$ cat src/design/org_pkg.sv
// package: register map, fields, reset values and timing for the output routing/gain bank
package org_pkg;
    localparam logic [7:0] ORG_OFS_MIXER_ROUTING = 8'h23;
    localparam logic [7:0] ORG_OFS_HP_VOLUME = 8'h24;
    localparam logic [7:0] ORG_OFS_RSVD_HP_VOLUME = 8'h25;
    localparam logic [7:0] ORG_OFS_SPK_VOLUME = 8'h26;
    localparam logic [7:0] ORG_OFS_RSVD_SPK_VOLUME = 8'h27;
    localparam logic [7:0] ORG_OFS_HP_DRIVER = 8'h28;
    localparam logic [7:0] ORG_OFS_RSVD_HP_DRIVER = 8'h29;
    localparam logic [7:0] ORG_OFS_SPK_DRIVER = 8'h2A;
    localparam logic [7:0] ORG_OFS_RSVD_SPK_DRIVER = 8'h2B;

    // field positions
    localparam int ORG_POS_DAC_ROUTE = 6;
    localparam int ORG_POS_FIRST_IN_ROUTE = 5;
    localparam int ORG_POS_SECOND_IN_ROUTE = 4;
    localparam int ORG_POS_VOL_ROUTE = 7;
    localparam int ORG_POS_HP_GAIN = 3;
    localparam int ORG_POS_MUTE_OFF = 2;
    localparam int ORG_POS_HP_HIZ = 1;
    localparam int ORG_POS_SPK_GAIN = 3;
    localparam int ORG_POS_APPLIED = 0;

    // reset values
    localparam logic [7:0] ORG_RST_MIXER_ROUTING = 8'h00;
    localparam logic [7:0] ORG_RST_VOLUME = 8'h7F;
    localparam logic [7:0] ORG_RST_RSVD_VOLUME = 8'h7F;
    localparam logic [7:0] ORG_RST_HP_DRIVER = 8'h02;
    localparam logic [7:0] ORG_RST_SPK_DRIVER = 8'h00;
    localparam logic [7:0] ORG_RST_RSVD_UNDEF = 8'h00;

    // writable bit masks of the mixer and driver registers
    localparam logic [7:0] ORG_MASK_MIXER = 8'hF0;
    localparam logic [7:0] ORG_MASK_HP_DRIVER = 8'h7E;
    localparam logic [7:0] ORG_MASK_SPK_DRIVER = 8'h1C;

    localparam logic [3:0] ORG_HP_GAIN_MAX = 4'h9;
    localparam logic [1:0] ORG_DAC_ROUTE_NONE = 2'h0;
    localparam logic [1:0] ORG_DAC_ROUTE_MIXER = 2'h1;
    localparam logic [1:0] ORG_DAC_ROUTE_HP = 2'h2;

    // settling time of a gain or mute change
    localparam int ORG_CLK_HZ = 10_000_000;
    localparam int ORG_SETTLE_US = 100;
    localparam int ORG_SETTLE_CYCLES = (ORG_SETTLE_US * (ORG_CLK_HZ / 1_000_000) > 0)
        ? ORG_SETTLE_US * (ORG_CLK_HZ / 1_000_000) : 1;

    typedef enum logic [1:0] {
        ORG_ST_APPLIED = 2'b00,
        ORG_ST_SETTLING = 2'b01
    } org_settle_st_t;
endpackage : org_pkg

$ cat src/design/org_settle.sv
// settle tracker: gain-applied flag per output path
`timescale 1ns/100ps
`default_nettype none
module org_settle
    import org_pkg::*;
#(
    parameter int SETTLE_CYCLES = ORG_SETTLE_CYCLES
) (
    input wire logic clock,
    input wire logic srst,
    input wire logic change,
    output logic applied
);
    localparam int CW = $clog2(SETTLE_CYCLES + 1);
    org_settle_st_t state;
    logic [CW-1:0] count;
    wire count_done = (count == CW'(SETTLE_CYCLES - 1));

    // a new write restarts the wait, so the flag rises only after the last change
    always_ff @(posedge clock) begin
        if (srst) begin
            state <= ORG_ST_APPLIED;
            count <= '0;
        end else begin
            case (state)
                ORG_ST_APPLIED: begin
                    if (change) begin
                        state <= ORG_ST_SETTLING;
                        count <= '0;
                    end
                end
                ORG_ST_SETTLING: begin
                    if (change) begin
                        count <= '0;
                    end else if (count_done) begin
                        state <= ORG_ST_APPLIED;
                    end else begin
                        count <= count + CW'(1);
                    end
                end
                default: begin
                    state <= ORG_ST_APPLIED;
                    count <= '0;
                end
            endcase
        end
    end

    assign applied = (state == ORG_ST_APPLIED);
endmodule : org_settle
`default_nettype wire

$ cat src/design/org_regs.sv
// output routing and gain register bank with driver control outputs
`timescale 1ns/100ps
`default_nettype none
module org_regs
    import org_pkg::*;
#(
    parameter int SETTLE_CYCLES = ORG_SETTLE_CYCLES
) (
    input wire logic clock,
    input wire logic srst,
    // register port of the control bus front end
    input wire logic [7:0] reg_addr,
    input wire logic reg_write,
    input wire logic [7:0] reg_wdata,
    output logic [7:0] reg_rdata,
    // path controls toward the analog section
    output logic dac_to_mixer,
    output logic dac_to_headphone_output,
    output logic analog_input_first_to_mixer,
    output logic analog_input_second_to_mixer,
    output logic volume_to_headphone_output,
    output logic [6:0] headphone_output_atten,
    output logic volume_to_speaker,
    output logic [6:0] speaker_atten,
    output logic [3:0] headphone_output_gain,
    output logic headphone_output_mute,
    output logic headphone_output_hiz_pd,
    output logic headphone_output_applied,
    output logic [1:0] speaker_stage_gain,
    output logic speaker_mute,
    output logic speaker_applied
);
    logic [7:0] mixer_routing;
    logic [7:0] hp_volume;
    logic [7:0] rsvd_hp_volume;
    logic [7:0] spk_volume;
    logic [7:0] rsvd_spk_volume;
    logic [7:0] hp_driver;
    logic [7:0] rsvd_hp_driver;
    logic [7:0] spk_driver;
    logic [7:0] rsvd_spk_driver;

    function automatic logic wr_hit(input logic [7:0] addr, input logic [7:0] ofs);
        return addr == ofs;
    endfunction : wr_hit

    wire wr_mixer = reg_write && wr_hit(reg_addr, ORG_OFS_MIXER_ROUTING);
    wire wr_hp_vol = reg_write && wr_hit(reg_addr, ORG_OFS_HP_VOLUME);
    wire wr_rsvd_hp_vol = reg_write && wr_hit(reg_addr, ORG_OFS_RSVD_HP_VOLUME);
    wire wr_spk_vol = reg_write && wr_hit(reg_addr, ORG_OFS_SPK_VOLUME);
    wire wr_rsvd_spk_vol = reg_write && wr_hit(reg_addr, ORG_OFS_RSVD_SPK_VOLUME);
    wire wr_hp_drv = reg_write && wr_hit(reg_addr, ORG_OFS_HP_DRIVER);
    wire wr_rsvd_hp_drv = reg_write && wr_hit(reg_addr, ORG_OFS_RSVD_HP_DRIVER);
    wire wr_spk_drv = reg_write && wr_hit(reg_addr, ORG_OFS_SPK_DRIVER);
    wire wr_rsvd_spk_drv = reg_write && wr_hit(reg_addr, ORG_OFS_RSVD_SPK_DRIVER);

    // reserved gain codes are clamped rather than stored, so the stage never sees them
    wire [3:0] wr_hp_gain = reg_wdata[ORG_POS_HP_GAIN +: 4];
    wire [3:0] safe_hp_gain = (wr_hp_gain > ORG_HP_GAIN_MAX) ? ORG_HP_GAIN_MAX : wr_hp_gain;
    wire [7:0] next_hp_driver = {1'b0, safe_hp_gain,
        reg_wdata[ORG_POS_MUTE_OFF], reg_wdata[ORG_POS_HP_HIZ], 1'b0};

    always_ff @(posedge clock) begin
        if (srst) begin
            mixer_routing <= ORG_RST_MIXER_ROUTING;
            hp_volume <= ORG_RST_VOLUME;
            spk_volume <= ORG_RST_VOLUME;
            rsvd_hp_volume <= ORG_RST_RSVD_VOLUME;
            rsvd_spk_volume <= ORG_RST_RSVD_VOLUME;
            hp_driver <= ORG_RST_HP_DRIVER;
            spk_driver <= ORG_RST_SPK_DRIVER;
            rsvd_hp_driver <= ORG_RST_RSVD_UNDEF;
            rsvd_spk_driver <= ORG_RST_RSVD_UNDEF;
        end else begin
            if (wr_mixer) begin
                mixer_routing <= reg_wdata & ORG_MASK_MIXER;
            end
            if (wr_hp_vol) begin
                hp_volume <= reg_wdata;
            end
            if (wr_spk_vol) begin
                spk_volume <= reg_wdata;
            end
            if (wr_rsvd_hp_vol) begin
                rsvd_hp_volume <= reg_wdata;
            end
            if (wr_rsvd_spk_vol) begin
                rsvd_spk_volume <= reg_wdata;
            end
            if (wr_hp_drv) begin
                hp_driver <= next_hp_driver & ORG_MASK_HP_DRIVER;
            end
            if (wr_spk_drv) begin
                spk_driver <= reg_wdata & ORG_MASK_SPK_DRIVER;
            end
            // held only so a stray write reads back; the analog side ignores them
            if (wr_rsvd_hp_drv) begin
                rsvd_hp_driver <= reg_wdata;
            end
            if (wr_rsvd_spk_drv) begin
                rsvd_spk_driver <= reg_wdata;
            end
        end
    end

    // any gain, attenuation or mute write restarts the settling of that path
    wire hp_change = wr_hp_vol || wr_hp_drv;
    wire spk_change = wr_spk_vol || wr_spk_drv;

    org_settle #(
        .SETTLE_CYCLES(SETTLE_CYCLES)
    ) u_hp_settle (
        .clock(clock),
        .srst(srst),
        .change(hp_change),
        .applied(headphone_output_applied)
    );

    org_settle #(
        .SETTLE_CYCLES(SETTLE_CYCLES)
    ) u_spk_settle (
        .clock(clock),
        .srst(srst),
        .change(spk_change),
        .applied(speaker_applied)
    );

    // dac route decode; the reserved code routes nowhere
    wire [1:0] dac_route = mixer_routing[ORG_POS_DAC_ROUTE +: 2];
    assign dac_to_mixer = (dac_route == ORG_DAC_ROUTE_MIXER);
    assign dac_to_headphone_output = (dac_route == ORG_DAC_ROUTE_HP);
    assign analog_input_first_to_mixer = mixer_routing[ORG_POS_FIRST_IN_ROUTE];
    assign analog_input_second_to_mixer = mixer_routing[ORG_POS_SECOND_IN_ROUTE];
    assign volume_to_headphone_output = hp_volume[ORG_POS_VOL_ROUTE];
    assign headphone_output_atten = hp_volume[6:0];
    assign volume_to_speaker = spk_volume[ORG_POS_VOL_ROUTE];
    assign speaker_atten = spk_volume[6:0];
    assign headphone_output_gain = hp_driver[ORG_POS_HP_GAIN +: 4];
    assign headphone_output_mute = ~hp_driver[ORG_POS_MUTE_OFF];
    assign headphone_output_hiz_pd = hp_driver[ORG_POS_HP_HIZ];
    assign speaker_stage_gain = spk_driver[ORG_POS_SPK_GAIN +: 2];
    assign speaker_mute = ~spk_driver[ORG_POS_MUTE_OFF];

    // read mux; status bits replace bit 0 of the driver registers
    wire [7:0] rd_hp_drv = {hp_driver[7:1], headphone_output_applied};
    wire [7:0] rd_spk_drv = {spk_driver[7:1], speaker_applied};
    assign reg_rdata =
        (reg_addr == ORG_OFS_MIXER_ROUTING) ? mixer_routing :
        (reg_addr == ORG_OFS_HP_VOLUME) ? hp_volume :
        (reg_addr == ORG_OFS_RSVD_HP_VOLUME) ? rsvd_hp_volume :
        (reg_addr == ORG_OFS_SPK_VOLUME) ? spk_volume :
        (reg_addr == ORG_OFS_RSVD_SPK_VOLUME) ? rsvd_spk_volume :
        (reg_addr == ORG_OFS_HP_DRIVER) ? rd_hp_drv :
        (reg_addr == ORG_OFS_RSVD_HP_DRIVER) ? rsvd_hp_driver :
        (reg_addr == ORG_OFS_SPK_DRIVER) ? rd_spk_drv :
        (reg_addr == ORG_OFS_RSVD_SPK_DRIVER) ? rsvd_spk_driver :
        8'h00;
endmodule : org_regs
`default_nettype wire

$ cat config.mk
export PLATFORM = sky130hd
export DESIGN_NAME = org_regs
export DESIGN_NICKNAME = d
export VERILOG_FILES = /design/src/design/org_pkg.sv /design/src/design/org_settle.sv /design/src/design/org_regs.sv
export SDC_FILE = /design/constraint.sdc
export NUM_CORES = 1
export LEC_CHECK = 0
export CORE_MARGIN = 5
export CORE_UTILIZATION = 48
export DETAILED_ROUTE_END_ITERATION = 10
export DONT_BUFFER_PORTS = 1
export PLACE_DENSITY = 0.67
export SYNTH_ARGS = -nofsm -noshare
export SYNTH_HDL_FRONTEND = slang
export SYNTH_SLANG_ARGS = --single-unit
$ cat constraint.sdc
create_clock -name clock -period 2.4 [get_ports clock]
set_input_delay 0.36 -clock clock [delete_from_list [all_inputs] [get_ports clock]]
set_output_delay 0.36 -clock clock [all_outputs]
set_load 0.01 [all_outputs]
==> results.cfg <==
[final_layout]
nFillCells = 765
final_layout_size_suffix_gt1_frac = 0.0804
num_antenna_cells = 0
syn_to_final_growth_pct = 6.27
nets = 464

[min_path]
min_to = hp_driver[4]
hp-class = in -> reg
hold_depth = 1
min_from = srst

[global_route]
grt_usage = 0.207
grt-ovfl-total = 0
grt_pass1_vias = 3141
grt_antenna_before_repair = 0
grt_first_pass_wirelength_microns = 16300
grt_max_degree = 36

[worst_setup_path]
startpoint = reg_addr[2]
r2r-end = u_hp_settle.count[7]
path_class = in -> out
cp.required_ns = 2.04
cp-end-kind = output pin
critPathArrivalTime_ns = 1.71
reg2reg_depth = 6
r2r_slack_ns = 0.59
path_max_fanout = 15
r2r_start = u_hp_settle.count[0]
start_kind = primary input

[power_and_ir_drop]
power_mw = 2.63
power.leakage_nw = 1.54
power_density_nw_per_um2 = 622
worst_ir_drop_vdd_v = 0.000262

[clocking]
post-cts-setup-buffers = 0
cts_root_buffer = clkbuf_8
clk_latency_ns = 0.36
cts_tree = done
clock_sinks = 83
cts_max_level = 3
cts_buffers = 9
cts_resized = 0
clkSlewWorstSetupHoldPaths_ns = 0.08
cts-hold-fix-buffers = 0
cts_buffer_depth = 2

[drt]
routedWlPerCell_microns = 18.1
routed_via_density = 5.77
vias = 3192
drc = 0
ant_nets = 0
drt_iter0_drc = 201
drt-pass1-iter-count = 4
routed_wl_microns = 10000

[placement]
port_buffers = 0
place.gp.congestion = 0.893
hpwl_microns = 7040

[yosys]
synth_top_area_share = 0.419
synth_warnings = 0
netlist_area_sq_um = 3970
ys_seq_area_frac = 0.419
synth_edf_count = 0
synth_top_flop_cell = dfxtp_1
syn_inst = 458
syn_nets = 479
synthDistinctLibCells = 50
avgSynthCellArea_sq_um = 8.67
async_flop_share = 0
synth_top_area_cell = dfxtp_1
synth.area.top_cells = dfxtp_1 42%, mux2i_1 14%, nor2_1 6.1%, nand2_1 4.7%, a21oi_1 3.5%
ys_ff_latch = 83

[timing]
slew_headroom = 0.608
slew_viol_final = 0
final.period_utilization = 0.862
setup_viol = 0
worstMarginPinSlew_ns = 0.586
fmax_mhz = 483
hold_viol = 0
fin_setup_tns_ns = 0
final.min_clock_period_ns = 2.07
rsz0062_at_grt = false
fin_skew_ns = 0.00837

[floorplan]
die_w_microns = 101
start_util = 0.488
io_pins = 58
die_h_microns = 101
row_count = 33
dieArea_sq_um = 10200
core_sq_um = 8130

[status]
status = finished clean

[job]
cap_viol_max_count = 0
## cells in the final DEF (no fill, tap or decap), drive strengths merged, types with 8 or more instances in the layout
| cell | n |
|---|---|
| o211ai | 12 |
| nand3 | 8 |
| mux2i | 54 |
| a21oi | 28 |
| nand4 | 10 |
| nand2 | 51 |
| o21ai | 13 |
| inv | 21 |
| dfxtp | 83 |
| clkbuf | 12 |
| nor2 | 71 |
## critical path: stages
cell	delay [ns]
and2b_1	0.51
a21oi_1	0.13
a2bb2oi_1	0.15
o32ai_1	0.26
o311a_1	0.30
## stage by stage
step	area (sq um)	std cells	util	hold WS (ns)	setup WS, ns
2_1_floorplan	3970	458	-	0.436	0.477
3_3_place_gp	3990	537	0.491	0.436	0.388
5_1_grt	4220	553	0.519	0.0481	0.254
6_report	4220	553	0.519	0.0548	0.331
3_5_place_dp	3990	537	0.491	0.438	0.363
4_1_cts	4220	553	0.519	0.0472	0.317
## worst max path at each step
stage	endpoint	slack, ns
after global routing	reg_rdata[4]	0.25
after global placement	reg_rdata[4]	0.39
after CTS	reg_rdata[5]	0.32
after floorplan	reg_rdata[4]	0.48
after detailed placement	reg_rdata[4]	0.36
final	reg_rdata[2]	0.33
## registers in the layout (all words and copies together), names as in the netlist
signal              cells
u_hp_settle.count      10
u_spk_settle.count     10
hp_volume               8
rsvd_hp_driver          8
rsvd_hp_volume          8
rsvd_spk_driver         8
rsvd_spk_volume         8
spk_volume              8
hp_driver               6
mixer_routing           4
spk_driver              3
u_hp_settle.state       1
u_spk_settle.state      1
## routing by layer
metal	vias up	routed length (microns)	GRT usage
met3	27	851	0.0505
met4	0	354	0.0941
met1	1486	4220	0.271
met2	117	4600	0.322
met5	-	0	0
li1	1562	-	-
## cell families (layout without fill, tap and decap cells)
kind of cell | Yosys count | count (layout) | share of synthesized area
AND/OR/NAND/NOR | 167 | 167 | 0.202
flip-flops | 83 | 83 | 0.419
AO/OA/AOI/OAI | 82 | 82 | 0.136
multiplexers | 57 | 57 | 0.147
buffers and inverters | 53 | 43 | 0.0589
XOR/XNOR | 14 | 14 | 0.0309
adder cells (fa/ha/maj) | 2 | 2 | 0.00630
## cell type report
| cell class | instances | area (sq um) | area share |
|---|---|---|---|
| sequential | 83 | 1660 | 0.394 |
| inverter | 21 | 78.8 | 0.0187 |
| clock buffer | 12 | 155 | 0.0368 |
| multi-input combinational | 322 | 2070 | 0.492 |
| tap | 105 | 131 | 0.0311 |
| timing repair buffer | 6 | 45.0 | 0.0107 |
| clock inverter | 4 | 72.6 | 0.0172 |
## where the power goes
group	internal (mW)	switching, mW	leakage [nW]	total (mW)
registers	1.38	0.00195	0.670	1.38
clock network	0.642	0.503	0.113	1.14
logic	0.0384	0.0634	0.761	0.102
total	2.06	0.568	1.54	2.63
## synth_stat cells (2+ instances only)
cell type,instances
mux2i_1,54
a21oi_1,28
a221oi_1,2
or4_1,2
buf_2,10
nand4bb_1,2
o31ai_1,2
inv_1,21
nor2b_1,5
o21ai_0,12
o32ai_1,2
nand3_1,8
ha_1,2
o22ai_1,3
a32oi_1,3
buf_4,6
o211ai_1,12
nor3_1,7
o221ai_1,3
clkbuf_1,15
xnor2_1,7
a21o_1,2
nand4_1,10
nor2_1,65
nand2_1,50
o311a_1,2
dfxtp_1,83
a22oi_1,4
mux2_2,2
and3_1,4
nor2_4,5
xor2_1,7
Note: power is estimated with default switching activity, not from simulation.
